===== src/hw/alu_slice_cfg.svh =====
// constants for the 4-bit alu register slice: widths, opcodes, bit positions
// assumes inclusion by bare name from the package and the slice modules
`ifndef ALU_SLICE_CFG_SVH
`define ALU_SLICE_CFG_SVH

`define SLICE_W        4           // data width of one slice
`define SLICE_MSB      3           // sign bit position inside a slice
`define REG_CNT        8           // registers held by one slice
`define REG_SEL_W      3           // width of the register select field
`define OP_W           3           // width of the instruction field
`define OP_ADD_ONE     3'h0        // rx plus data plus one
`define OP_ADD         3'h1        // rx plus data
`define OP_AND         3'h2        // rx and data
`define OP_LOAD        3'h3        // data into rx
`define OP_OUT         3'h4        // rx to output register only
`define OP_OR          3'h5        // rx or data
`define OP_XOR         3'h6        // rx xor data
`define OP_LOAD_CPL    3'h7        // complement of data into rx
`define NIBBLE_ZERO    4'h0        // reset value of registers
`define RST_SYNC_INIT  2'h0        // reset synchroniser held value

`endif


===== src/hw/alu_slice_pkg.sv =====
// types shared by the alu slice and its carry and status logic
// assumes alu_slice_cfg.svh sits on the include path
`include "alu_slice_cfg.svh"

package alu_slice_pkg;

	typedef logic [`SLICE_W-1:0]   nibble_t;   // one slice worth of data
	typedef logic [`REG_SEL_W-1:0] reg_sel_t;  // register address

	// instruction codes of the slice
	typedef enum logic [`OP_W-1:0] {
		OP_ADD_ONE  = `OP_ADD_ONE,
		OP_ADD      = `OP_ADD,
		OP_AND      = `OP_AND,
		OP_LOAD     = `OP_LOAD,
		OP_OUT      = `OP_OUT,
		OP_OR       = `OP_OR,
		OP_XOR      = `OP_XOR,
		OP_LOAD_CPL = `OP_LOAD_CPL
	} op_t;

	// arithmetic only when bits one and two are both low
	function automatic logic is_arith(input logic bit_one, input logic bit_two);
		is_arith = !bit_one && !bit_two;
	endfunction

endpackage


===== src/hw/carry_status_logic.sv =====
// alu of one slice with carry chain, lookahead terms and array status
// assumes operands arrive active high and in the same clock domain;
// every output here is purely combinational
`timescale 1ns/100ps
`include "alu_slice_cfg.svh"

module carry_status_logic
	import alu_slice_pkg::*;
(
	input  wire nibble_t rx_i,            // register operand
	input  wire nibble_t data_i,          // bus operand, active high
	input  wire logic    bit0_i,          // instruction bit zero / carry in, low = carry
	input  wire logic    bit_one_i,       // instruction bit one
	input  wire logic    bit_two_i,       // instruction bit two
	input  wire logic    top_slice_i,     // this is the most significant slice
	output nibble_t      result_o,        // operation result
	output logic         ripple_carry_n_o,// ripple carry, low = carry of one
	output logic         propagate_n_o,   // propagate / negative status
	output logic         generate_n_o,    // generate / overflow status
	output logic         nonzero_o        // result is not all zero
);

	logic                arith;           // arithmetic op selected
	logic [`SLICE_W:0]   carry;           // carry chain, bit 0 is carry in
	nibble_t             prop;            // per bit propagate
	nibble_t             gen;             // per bit generate
	nibble_t             sum;             // adder output
	logic                grp_p;           // slice propagate
	logic                grp_g;           // slice generate
	logic                overflow;        // signed overflow of the result

	assign arith    = is_arith(bit_one_i, bit_two_i);
	// bit zero doubles as carry in whatever the slice position
	assign carry[0] = arith & ~bit0_i;

	// per bit carry chain
	genvar k;
	generate
		for (k = 0; k < `SLICE_W; k++) begin : g_bit
			assign prop[k]    = rx_i[k] | data_i[k];
			assign gen[k]     = rx_i[k] & data_i[k];
			assign sum[k]     = rx_i[k] ^ data_i[k] ^ carry[k];
			assign carry[k+1] = gen[k] | (prop[k] & carry[k]);
		end
	endgenerate

	assign grp_p = &prop;
	// generate term built without carry in, as a lookahead unit expects
	assign grp_g = gen[3] | (prop[3] & gen[2]) | (prop[3] & prop[2] & gen[1])
		| (prop[3] & prop[2] & prop[1] & gen[0]);

	// result selection by instruction code
	always_comb begin
		case (op_t'({bit_two_i, bit_one_i, bit0_i}))
			OP_ADD_ONE,
			OP_ADD:      result_o = sum;
			OP_AND:      result_o = rx_i & data_i;
			OP_LOAD:     result_o = data_i;
			OP_OUT:      result_o = rx_i;
			OP_OR:       result_o = rx_i | data_i;
			OP_XOR:      result_o = rx_i ^ data_i;
			OP_LOAD_CPL: result_o = ~data_i;
			default:     result_o = `NIBBLE_ZERO;
		endcase
	end

	// equal operand signs, opposite result sign
	assign overflow = (rx_i[`SLICE_MSB] == data_i[`SLICE_MSB])
		&& (result_o[`SLICE_MSB] != rx_i[`SLICE_MSB]);

	// carry out when arithmetic, else instruction bit zero passes through
	assign ripple_carry_n_o = arith ? ~carry[`SLICE_W] : bit0_i;

	// status outputs; top slice reports sign and overflow
	always_comb begin
		if (top_slice_i) begin
			propagate_n_o = ~result_o[`SLICE_MSB];
			generate_n_o  = ~overflow;
		end else if (arith) begin
			propagate_n_o = ~grp_p;
			generate_n_o  = ~grp_g;
		end else begin
			propagate_n_o = 1'b0;
			generate_n_o  = 1'b1;
		end
	end

	assign nonzero_o = |result_o;

endmodule


===== src/hw/alu_slice_top.sv =====
// one cascadable 4-bit alu slice: register stack, output register,
// carry chain and status pins for ripple or lookahead arrays
// assumes neighbouring slices and the lookahead unit run on clk_i logic,
// so the chained pins are used unsynchronised; wire-or of zero is external
`timescale 1ns/100ps
`include "alu_slice_cfg.svh"

module alu_slice_top
	import alu_slice_pkg::*;
(
	input  wire logic     clk_i,                    // slice clock, 25 MHz
	input  wire logic     arst_n_i,                 // async reset, active low
	input  wire logic     clk_en_i,                 // freezes all state when low
	input  wire logic     execute_n_i,              // execute, active low
	input  wire reg_sel_t register_select_i,        // register address
	input  wire nibble_t  operand_in_n_i,           // bus operand, active low
	input  wire logic     instr_bit0_carry_in_i,    // instruction bit zero / carry in
	input  wire logic     instr_bit_one_i,          // instruction bit one
	input  wire logic     instr_bit_two_i,          // instruction bit two
	input  wire logic     top_slice_select_i,       // high on most significant slice
	input  wire logic     output_drive_enable_n_i,  // data bus enable, active low
	output nibble_t       data_out_n_o,             // output register, active low
	output logic          data_out_oe_o,            // data bus drive enable
	output logic          ripple_carry_n_o,         // ripple carry, active low
	output logic          propagate_n_o,            // propagate / negative
	output logic          generate_n_o,             // generate / overflow
	output logic          zero_o,                   // open drain zero level
	output logic          zero_oe_o                 // zero pin pulled low when high
);

	// reset synchroniser
	logic [1:0]  rst_sync;                         // release shift register
	logic [1:0]  next_rst_sync;                    // next synchroniser value
	logic        rst_n;                            // synchronised reset

	// register stack and output stage
	nibble_t     regs [`REG_CNT];                  // eight word stack
	nibble_t     next_regs [`REG_CNT];             // next stack contents
	nibble_t     out_reg;                          // output register, active high
	nibble_t     next_out_reg;                     // next output register
	logic        oe_reg;                           // registered bus enable
	logic        next_oe_reg;                      // next bus enable
	logic        zero_reg;                         // open drain level, held low
	logic        next_zero_reg;                    // next open drain level

	// datapath
	nibble_t     rx;                               // addressed register
	nibble_t     data;                             // bus operand, active high
	nibble_t     result;                           // alu result
	logic        nonzero;                          // result not zero
	logic        commit;                           // write back this edge

	assign rx     = regs[register_select_i];
	assign data   = ~operand_in_n_i;
	// execute gates only the stored results, never the chained pins
	assign commit = clk_en_i && !execute_n_i;

	// alu, carry chain and status; combinational so a ripple chain
	// settles in one cycle, at the cost of no output flop on these pins
	carry_status_logic u_carry_status (
		.rx_i             (rx),
		.data_i           (data),
		.bit0_i           (instr_bit0_carry_in_i),
		.bit_one_i        (instr_bit_one_i),
		.bit_two_i        (instr_bit_two_i),
		.top_slice_i      (top_slice_select_i),
		.result_o         (result),
		.ripple_carry_n_o (ripple_carry_n_o),
		.propagate_n_o    (propagate_n_o),
		.generate_n_o     (generate_n_o),
		.nonzero_o        (nonzero)
	);

	// open drain zero pin: never drives high, pulls low when nonzero
	assign zero_o    = zero_reg;
	assign zero_oe_o = nonzero;

	// reset release: next value of the synchroniser
	always_comb begin
		next_rst_sync = rst_sync;
		if (clk_en_i) begin
			next_rst_sync = {rst_sync[0], 1'b1};
		end
	end

	// reset release: registers, taking only constants under reset
	always_ff @(posedge clk_i or negedge arst_n_i) begin
		if (!arst_n_i) begin
			rst_sync <= `RST_SYNC_INIT;
		end else begin
			rst_sync <= next_rst_sync;
		end
	end

	assign rst_n = rst_sync[1];

	// next stack, output register and bus enable
	always_comb begin
		for (int i = 0; i < `REG_CNT; i++) begin
			next_regs[i] = regs[i];
		end
		next_out_reg  = out_reg;
		next_oe_reg   = oe_reg;
		next_zero_reg = 1'b0;
		if (commit) begin
			// result written back to the addressed register
			next_regs[register_select_i] = result;
			next_out_reg                 = result;
		end
		if (clk_en_i) begin
			// bus enable follows its pin one cycle late
			next_oe_reg = !output_drive_enable_n_i;
		end
	end

	// stack and output stage registers
	always_ff @(posedge clk_i or negedge rst_n) begin
		if (!rst_n) begin
			for (int i = 0; i < `REG_CNT; i++) begin
				regs[i] <= `NIBBLE_ZERO;
			end
			out_reg  <= `NIBBLE_ZERO;
			oe_reg   <= 1'b0;
			zero_reg <= 1'b0;
		end else begin
			for (int i = 0; i < `REG_CNT; i++) begin
				regs[i] <= next_regs[i];
			end
			out_reg  <= next_out_reg;
			oe_reg   <= next_oe_reg;
			zero_reg <= next_zero_reg;
		end
	end

	assign data_out_n_o  = ~out_reg;
	assign data_out_oe_o = oe_reg;

	logic    arith_chk;                            // arithmetic op present
	logic    cin_chk;                              // carry in, active high
	logic [4:0] wide_sum;                          // reference sum with carry

	assign arith_chk = !instr_bit_one_i && !instr_bit_two_i;
	assign cin_chk   = !instr_bit0_carry_in_i;
	assign wide_sum  = {1'b0, rx} + {1'b0, data} + {4'h0, cin_chk};
endmodule


===== config.mk =====
export PLATFORM = sky130hd
export DESIGN_NAME = alu_slice_top
export DESIGN_NICKNAME = d
export VERILOG_FILES = /design/src/hw/alu_slice_pkg.sv /design/src/hw/carry_status_logic.sv /design/src/hw/alu_slice_top.sv
export VERILOG_INCLUDE_DIRS = /design/src /design/src/hw
export SDC_FILE = /design/constraint.sdc
export NUM_CORES = 1
export LEC_CHECK = 0
export ABC_AREA = 1
export BUFFER_PORTS_ARGS = -buffer_cell sky130_fd_sc_hd__buf_2
export CAP_MARGIN = 10
export CORE_ASPECT_RATIO = 0.7
export CORE_MARGIN = 4
export CORE_UTILIZATION = 50
export CTS_BUF_LIST = sky130_fd_sc_hd__clkbuf_2
export DETAILED_ROUTE_END_ITERATION = 8
export GPL_ROUTABILITY_DRIVEN = 0
export PLACE_DENSITY_LB_ADDON = 0.2
export SKIP_CTS_REPAIR_TIMING = 1
export SLEW_MARGIN = 20
export SYNTH_ARGS = -nofsm -noshare
export SYNTH_HDL_FRONTEND = slang
export SYNTH_HIERARCHICAL = 1
export SYNTH_SLANG_ARGS = --single-unit

===== constraint.sdc =====
create_clock -name clk_i -period 10.5 [get_ports clk_i]
set_input_delay 2.1 -clock clk_i [delete_from_list [all_inputs] [get_ports clk_i]]
set_output_delay 2.1 -clock clk_i [all_outputs]
set_load 0.005 [all_outputs]

==> reports/qor.yml, run 1 <==
finalCriticalPeriod_ns: 7.22
critPathKind: "primary input to output pin"
outcome: "completed"
combPwrFrac: 0.304
setup_violations: 0
timing.fmax_ghz: 0.139
cts_sinks: 39
maxCapViolCount: 0
wl_mm: 6.13
crit_path_end_kind: "output pin"
core_area_um2: 4810
grt_pass1_vias: 2034
yosysUniqueCellTypes: 26
r2r_cells: 16
cp-start-kind: "primary input"
syn-num-nets: 386
die-area_um2: 6200
layout_commonest_cell: "nand2_1"
cts_tree: "built"
power_mw: 0.421
skew_ns: 0.0295
drt_iter0_markers: 277
area_delta_synth_final_pct: 7.92
clk_pin_slew_ns: 0.20
synth_mux_area_frac: 0
wire_per_inst_um: 13.7
rows: 21
slew_viol_final: 0
min_path_type: "register to async pin"
cts_root_buffer: "clkbuf_2"
path_buf_inv: 5
fillCellCount: 484
grt_pass1_wl_mm: 10.1
leakage_nw: 1.46
slew_headroom: 0.507
hold_violations: 0
ys_warn_count: 6
final_cell_mix: "nand2_1, dfrtp_1, inv_1, nor2_1, o21ai_0"
cp.arrival_ns: 5.12
startpoint: "register_select_i[0]"
die_x_um: 92.5
post-dp-hpwl_mm: 4.67
ys_ff_latch: 39
ys.flop_type: "dfrtp_1"
slowest_delay_ns: 0.50
grt_max_degree: 31
multi_input_area_um2: 1280
seqPwrFrac: 0.488
crit_family: "adder cells"
track_usage: 0.210
antenna_found_initial: 0
synthesis.instances: 358
internal-power_mw: 0.268
vias_per_cell: 5.20
diodes: 0
path_cells: "buf_2, inv_2, nand2_1, nand2_1, nand2_1, nand2_1, nand2_1, nand2_1, fa_1, inv_1, fa_1, fa_1, fa_1, nand2_1, nand2_2, inv_2, nor3_2, nand2_1, buf_2"
synth_xor_area_frac: 0
cts_htree_levels: 2
cp.depth: 19
numCtsBuffers: 5
netlist_area_um2: 2500
slowest_stage: "fa_1"
synth_top_cell_area_share: 0.391
rsz0062_at_grt: "false"
path_max_fanout: 22
p_clk_frac: 0.208
fin_nets: 407
r2r_slack_ns: 7.37
rr_startpoint: "regs[16]"
swShare: 0.362
regToRegEndpoint: "out_reg[3]"
die_h_um: 67.1
setup_tns_ns: 0
synth-compound-area-share: 0.0947
fin_crit_sh: 0.688
ys_seq_area_frac: 0.391
drc: 0
regArea_um2: 976
layout-drive-gt1-share: 0.127
p_sw_mw: 0.152
synth_top_family_by_area: "simple AND/OR/NAND/NOR gates"
synth_top_cell_by_area: "dfrtp_1"
power_density_nw_per_um2: 156
tightest_slew_ns: 0.737
antenna_left: 0
irDropWorstVdd_mv: 0.0682
clock_latency_ns: 0.39
critPathRequiredTime_ns: 8.40
path_common_cell: "nand2_1"
vias: 2329
portBuffers: 24
synth_area_per_cell_um2: 6.97
endpoint: "zero_oe_o"
ios: 26
initial_core_util: 0.519
yosys.area_share.simple: 0.343
gr-total-overflow: 0
synth_area_leaders: "dfrtp_1, nand2_1, o21ai_0, inv_1, nor2_1"
cts_max_path_buffers: 2
first_pass_iters: 5
synthArstFlopShare: 1.00
largest_register_ffs: 32
synth_edf_count: 0
synthAdderAreaFrac: 0.0722
## worst min-delay path by stage
stage                           start  cells past startpoint       endpoint  slack [ns]
after global placement    rst_sync[1]                      0  data_out_oe_o        0.14
after floorplan           rst_sync[0]                      1    rst_sync[0]        0.44
after global routing      rst_sync[1]                      0  data_out_oe_o        0.19
after CTS                 rst_sync[1]                      0       regs[17]        0.16
after detailed placement  rst_sync[1]                      0  data_out_oe_o        0.15
final                     rst_sync[1]                      0       regs[17]        0.12
## synth_stat cells (all sizes together) (2+ instances only)
| cell type | n |
|---|---|
| dfrtp | 39 |
| buf | 9 |
| clkbuf | 2 |
| or2 | 4 |
| inv | 43 |
| o21ai | 35 |
| nand4 | 12 |
| nand3 | 16 |
| a21oi | 9 |
| fa | 4 |
| ha | 8 |
| nor2 | 38 |
| nand2 | 134 |
| o22ai | 2 |
## through the flow
| step | instances | utilization | setup slack (ns) | hold slack (ns) | instance area [µm²] |
|---|---|---|---|---|---|
| 6_report | 448 | 0.560 | 3.28 | 0.119 | 2690 |
| 5_1_grt | 448 | 0.560 | 2.97 | 0.192 | 2690 |
| 4_1_cts | 448 | 0.560 | 3.29 | 0.159 | 2690 |
| 3_5_place_dp | 441 | 0.548 | 3.29 | 0.150 | 2630 |
| 3_3_place_gp | 441 | 0.548 | 3.37 | 0.143 | 2630 |
| 2_1_floorplan | 358 | - | 3.83 | 0.437 | 2500 |
## power by group through the flow
stage	sequential [mW]	combinational, mW	clock [mW]
final	0.205	0.128	0.0874
after global routing	0.209	0.149	0.0959
after CTS	0.205	0.127	0.0894
after detailed placement	0.208	0.126	0
after global placement	0.208	0.122	0
after floorplan	0.201	0.0902	0
## final cells by class
class,count,share of cell area
repair buffers,25,0.0474
clock inverters,1,0.0111
clock buffers,6,0.0111
multi-input cells,265,0.474
inverters,43,0.0618
flip-flops and latches,39,0.362
well taps,69,0.0320
## layer usage
layer  share of wire  global-route usage  wire, µm  vias up
met3           0.074              0.0418       452        6
li1                -                   -         -     1166
met2            0.40               0.297      2460       94
met1            0.52               0.329      3170     1063
met5               0                   0         0        -
met4          0.0075              0.0407        46        0
## cell families after synthesis
logic type / count (synthesis)
simple gates: 206
flops: 39
buf+inv: 54
fa+ha+maj: 12
other cells: 1
compound gates: 46
(Power assumes the default switching activity.)
==> inputs of run 2 (changes only) <==
--- a/config.mk
+++ b/config.mk
@@ -6,7 +6,7 @@
 export SDC_FILE = /design/constraint.sdc
 export NUM_CORES = 1
 export LEC_CHECK = 0
-export ABC_AREA = 1
+export ABC_AREA = 0
 export BUFFER_PORTS_ARGS = -buffer_cell sky130_fd_sc_hd__buf_2
 export CAP_MARGIN = 10
 export CORE_ASPECT_RATIO = 0.7
==> constraint.sdc (replaced) <==
create_clock -name clk_i -period 7.1 [get_ports clk_i]
set_input_delay 1.42 -clock clk_i [delete_from_list [all_inputs] [get_ports clk_i]]
set_output_delay 1.42 -clock clk_i [all_outputs]
set_load 0.005 [all_outputs]
==> reports/qor.yml, run 2 <==
crit_path_end_kind: "output pin"
cts_htree_levels: 2  # unchanged
vias: 1671  # -28%
power_density_nw_per_um2: 260  # +67%
track_usage: 0.170  # -0.0403
tightest_slew_ns: 0.557  # -0.181 ns
netlist_area_um2: 2510  # +0.60%
diodes: 0  # unchanged
placedCellCount: 299  # -32%
area_delta_synth_final_pct: 5.63
min_path_type: "register to async pin"
synth_common_cells: "dfrtp_1, mux2_2, inv_1, nand2_1, o21ai_0"
portBuffers: 24  # unchanged
rsz0062_at_grt: "false"
ys_warn_count: 6  # unchanged
timing.fmax_ghz: 0.162
wire_per_inst_um: 15.5  # +14%
slew_viol_final: 0  # unchanged
ys.flop_type: "dfrtp_1"
skew_ns: 0.0183  # -0.0112 ns
slowest_delay_ns: 0.55  # +0.05 ns
fillCellCount: 433  # -11%
synthArstFlopShare: 1.00  # unchanged
numCtsBuffers: 5  # unchanged
drt_iter0_markers: 86  # -69%
clk_pin_slew_ns: 0.21  # about the same
cts_tree: "built"
final.setup.worst_slack_ns: 0.938  # -2.34 ns
outcome: "completed"
cts_root_buffer: "clkbuf_2"
grt_pass1_wl_mm: 8.05  # -20%
antenna_found_initial: 0  # unchanged
setup_violations: 0  # unchanged
yosysUniqueCellTypes: 45  # +73%
synth_top_cell_by_area: "dfrtp_1"
critPathKind: "primary input to output pin"
ys_seq_area_frac: 0.389  # -0.00234
leakage_nw: 1.19  # -19%
clock_latency_ns: 0.41  # +0.02 ns
multi_input_area_um2: 1330  # +3.7%
core_area_um2: 4810  # unchanged
finalNonFillerCells: 307  # -31%
gr-total-overflow: 0  # unchanged
hold_violations: 0  # unchanged
critPathRequiredTime_ns: 5.68  # -2.72 ns
setup_tns_ns: 0  # unchanged
grt_pass1_vias: 1577  # -22%
initial_core_util: 0.522  # +0.00312
rows: 21  # unchanged
irDropWorstVdd_mv: 0.162  # +140%
synth_edf_count: 0  # unchanged
first_pass_iters: 4  # -1
wl_mm: 4.77  # -22%
cp-start-kind: "primary input"
fin_crit_sh: 0.868
slowest_stage: "mux4_2"
maxCapViolCount: 0  # unchanged
cts_sinks: 39  # unchanged
regArea_um2: 976  # unchanged
path_common_cell: "fa_1"
synth_area_per_cell_um2: 11.5  # +65%
layout-drive-gt1-share: 0.349  # +0.222
synthesis.instances: 218  # -39%
cp.arrival_ns: 4.74  # -0.38 ns
drc: 0  # unchanged
largest_register_ffs: 32  # unchanged
cts_max_path_buffers: 2  # unchanged
path_cells: "buf_2, mux4_2, mux2_2, fa_1, inv_1, fa_1, fa_1, mux4_2, inv_1, or4b_1, buf_2"
synth_top_cell_area_share: 0.389  # -0.00234
dp_slack_ns: 0.943  # -2.35 ns
grt_max_degree: 39  # +26%
ys_ff_latch: 39  # unchanged
final_cell_mix: "mux2_2, dfrtp_1, inv_1"
syn-num-nets: 246  # -36%
path_max_fanout: 22  # unchanged
finalCriticalPeriod_ns: 6.16
die-area_um2: 6240  # +0.54%
vias_per_cell: 5.44  # +4.7%
slew_headroom: 0.629  # +0.122
fin_nets: 265  # -35%
synth_area_leaders: "dfrtp_1, mux2_2, mux4_2, ha_1, inv_1"
antenna_left: 0  # unchanged
post-dp-hpwl_mm: 3.52  # -25%
ios: 26  # unchanged
die_x_um: 92.7  # +0.28%
die_h_um: 67.3  # +0.26%
## run 2: changes by cell type after synthesis, moves of 5 or more
cell / change
nor2_1: -31
nand4_1: -11
inv_2: -5
nand2_1: -120
nand3_1: -14
o21ai_0: -24
mux2_2: +39
inv_1: -10
mux4_2: +6
## run 2: cells by family after synthesis
family          after synthesis  synth area share
simple gates                 44             0.120
buf+inv                      39            0.0837
fa+ha+maj                    12            0.0718
other cells                   1           0.00149
flops                        39             0.389
mux                          49             0.245
compound gates               34            0.0902
## run 2: layout make-up
class	instances	share of cell area
Inverter	26	0.0368
Tap cell	69	0.0325
Clock inverter	3	0.00566
Clock buffer	5	0.00943
Multi-Input combinational cell	140	0.500
Timing Repair Buffer	25	0.0481
Sequential cell	39	0.368
## run 2: final timing paths
check                           slack (ns)          end            startpoint  depth (start not counted)
worst max-delay path                  0.94    zero_oe_o  register_select_i[0]                         11
min in group clk_i                    0.49  rst_sync[0]           rst_sync[0]                          1
worst max register to register        3.70     regs[19]               regs[0]                         11
worst min register to register        0.28   out_reg[0]           rst_sync[1]                          1
worst min-delay path                  0.28   out_reg[0]           rst_sync[1]                          1
max in group asynchronous             6.24  rst_sync[0]              arst_n_i                          1
## run 2: power by group
group	total [mW]	leakage [nW]	internal [mW]	switching, mW
combinational	0.254	0.719	0.139	0.115
clock	0.0971	0.0241	0.0219	0.0752
sequential	0.338	0.445	0.301	0.0377
total	0.690	1.19	0.462	0.228
## run 2: critical path, delay by kind of cell
family,cells,cell delay (ns)
multiplexers,3,1.31
adder cells (fa/ha/maj),3,1.05
buffers and inverters,4,0.80
AND/OR/NAND/NOR,1,0.17
## run 2: metrics by stage
step                utilization  power (mW)  cell area (µm²)  hold slack, ns
floorplan                     -       0.534             2510           0.431
global placement          0.543       0.592             2610           0.299
detailed placement        0.543       0.600             2610           0.302
CTS                       0.552       0.697             2650           0.291
global route              0.552       0.750             2650           0.311
finish                    0.552       0.690             2650           0.275
## run 2: layer usage
layer / global-route usage / routed length, µm / share of wire / up-vias
met2: 0.228 / 2020 / 0.42 / 34
met1: 0.266 / 2440 / 0.51 / 824
met5: 0 / 0 / 0 / -
met4: 0.0548 / 48 / 0.010 / 0
met3: 0.0390 / 252 / 0.053 / 6
li1: - / - / - / 807
==> inputs of run 3 (changes only) <==
--- a/config.mk
+++ b/config.mk
@@ -6,9 +6,9 @@
 export SDC_FILE = /design/constraint.sdc
 export NUM_CORES = 1
 export LEC_CHECK = 0
-export ABC_AREA = 0
+export ABC_AREA = 1
 export BUFFER_PORTS_ARGS = -buffer_cell sky130_fd_sc_hd__buf_2
-export CAP_MARGIN = 10
+export CAP_MARGIN = 40
 export CORE_ASPECT_RATIO = 0.7
 export CORE_MARGIN = 4
 export CORE_UTILIZATION = 50
==> reports/qor.yml, run 3 (synthesis gave the netlist of run 1 again) <==
die-area_um2: 6200  # -0.53%
finalNonFillerCells: 448  # +46%
r2r_cells: 16  # +5
irDropWorstVdd_mv: 0.102  # -37%
timing.fmax_ghz: 0.170  # +4.8%
fin_util: 0.560  # +0.00859
placedCellCount: 441  # +47%
drc: 0  # unchanged
place_area_um2: 2630  # +0.81%
leakage_nw: 1.46  # +23%
setup_tns_ns: 0  # unchanged
core_area_um2: 4810  # unchanged
track_usage: 0.211  # +0.0413
area_delta_synth_final_pct: 7.92
cts_tree: "built"
post-dp-hpwl_mm: 4.69  # +33%
finalCriticalPeriod_ns: 5.88  # -0.281 ns
cts_max_path_buffers: 2  # unchanged
whs_ns: 0.125  # -0.150 ns
grt_pass1_vias: 2016  # +28%
die_h_um: 67.1  # -0.26%
clock_latency_ns: 0.39  # -0.02 ns
rows: 21  # unchanged
grt_pass1_wl_mm: 10.1  # +26%
vias_per_cell: 5.12  # -6.0%
finalInstanceArea_um2: 2690  # +1.6%
initial_core_util: 0.519  # -0.00312
cts_root_buffer: "clkbuf_2"
final_cell_mix: "nand2_1, dfrtp_1, inv_1, nor2_1, o21ai_0"
first_pass_iters: 5  # +1
fin_crit_sh: 0.828  # -0.0396
die_x_um: 92.5  # -0.28%
critPathKind: "primary input to output pin"
antenna_found_initial: 0  # unchanged
fillCellCount: 473  # +9.2%
layout_commonest_cell: "nand2_1"
rr_startpoint: "regs[16]"
numCtsBuffers: 5  # unchanged
clk_pin_slew_ns: 0.20  # about the same
fin_nets: 407  # +54%
cp.arrival_ns: 4.46  # -0.28 ns
wl_mm: 6.10  # +28%
antenna_left: 0  # unchanged
drt_iter0_markers: 250  # +190%
critPathRequiredTime_ns: 5.68  # about the same
vias: 2292  # +37%
cp-start-kind: "primary input"
path_max_fanout: 22  # unchanged
min_path_type: "register to async pin"
tightest_slew_ns: 0.752  # +0.195 ns
hold_violations: 0  # unchanged
outcome: "completed"
grt_max_degree: 31  # -21%
rsz0062_at_grt: "false"
ios: 26  # unchanged
r2r_slack_ns: 3.97  # +0.27 ns
maxCapViolCount: 0  # unchanged
wire_per_inst_um: 13.6  # -12%
layout-drive-gt1-share: 0.127  # -0.222
largest_register_ffs: 32  # unchanged
regToRegEndpoint: "out_reg[3]"
portBuffers: 24  # unchanged
skew_ns: 0.0199  # +0.00160 ns
slew_viol_final: 0  # unchanged
cts_htree_levels: 2  # unchanged
setup_violations: 0  # unchanged
diodes: 0  # unchanged
cts_sinks: 39  # unchanged
power_density_nw_per_um2: 231  # -11%
crit_path_end_kind: "output pin"
gr-total-overflow: 0  # unchanged
slew_headroom: 0.498  # -0.131
run 3: changes by cell type in the layout (fill, tap and decap cells not counted), sizes merged, moves of 4 or more:
| cell | delta |
|---|---|
| nand2 | +122 |
| a21oi | +4 |
| nand3b | -5 |
| mux4 | -6 |
| nor3b | -5 |
| o21ai | +24 |
| mux2 | -39 |
| nand4 | +11 |
| nor2 | +33 |
| mux2i | -4 |
| nand3 | +14 |
| inv | +17 |
run 3: stage by stage:
stage / power, mW / setup WS (ns)
after detailed placement: 0.494 / 1.24
after CTS: 0.624 / 1.24
after global placement: 0.487 / 1.33
after floorplan: 0.431 / 1.79
after global routing: 0.672 / 0.965
final: 0.621 / 1.22
run 3: critical path, cell delays in order:
cell	delay, ns
buf_2	0.23
inv_2	0.29
nand2_1	0.11
nand2_1	0.08
nand2_1	0.05
nand2_1	0.05
nand2_1	0.04
nand2_1	0.17
fa_1	0.20
inv_1	0.04
fa_1	0.38
fa_1	0.40
fa_1	0.50
nand2_1	0.08
nand2_2	0.08
inv_2	0.06
nor3_2	0.09
nand2_1	0.06
buf_2	0.12
run 3: per-layer routing:
layer  track usage  routed length, µm  part of all wire  up-vias
met5             0                  0                 0        -
met4        0.0370                 34            0.0056        0
met3        0.0429                477             0.078        6
met2         0.289               2410              0.39       82
met1         0.339               3180              0.52     1042
li1              -                  -                 -     1162
run 3: cell type report:
type / instances / area [µm²] / share of cell area
multi-input combinational: 265 / 1280 / 0.474
inverter: 43 / 166 / 0.0618
clock buffer: 6 / 30.0 / 0.0111
tap: 69 / 86.3 / 0.0320
timing repair buffer: 25 / 128 / 0.0474
clock inverter: 1 / 30.0 / 0.0111
sequential: 39 / 976 / 0.362
run 3: power breakdown:
| group | internal (mW) | leakage (nW) | total (mW) | switching [mW] |
|---|---|---|---|---|
| combinational | 0.0661 | 0.938 | 0.188 | 0.122 |
| clock | 0.0594 | 0.0391 | 0.130 | 0.0706 |
| sequential | 0.271 | 0.487 | 0.303 | 0.0325 |
run 3: worst max-delay path by stage:
stage / from / depth (start not counted) / to / slack [ns]
after global placement: register_select_i[0] / 19 / zero_oe_o / 1.33
after global routing: register_select_i[0] / 19 / zero_oe_o / 0.97
after floorplan: register_select_i[0] / 18 / zero_oe_o / 1.79
after CTS: register_select_i[0] / 19 / zero_oe_o / 1.24
final: register_select_i[0] / 19 / zero_oe_o / 1.22
after detailed placement: register_select_i[0] / 19 / zero_oe_o / 1.24
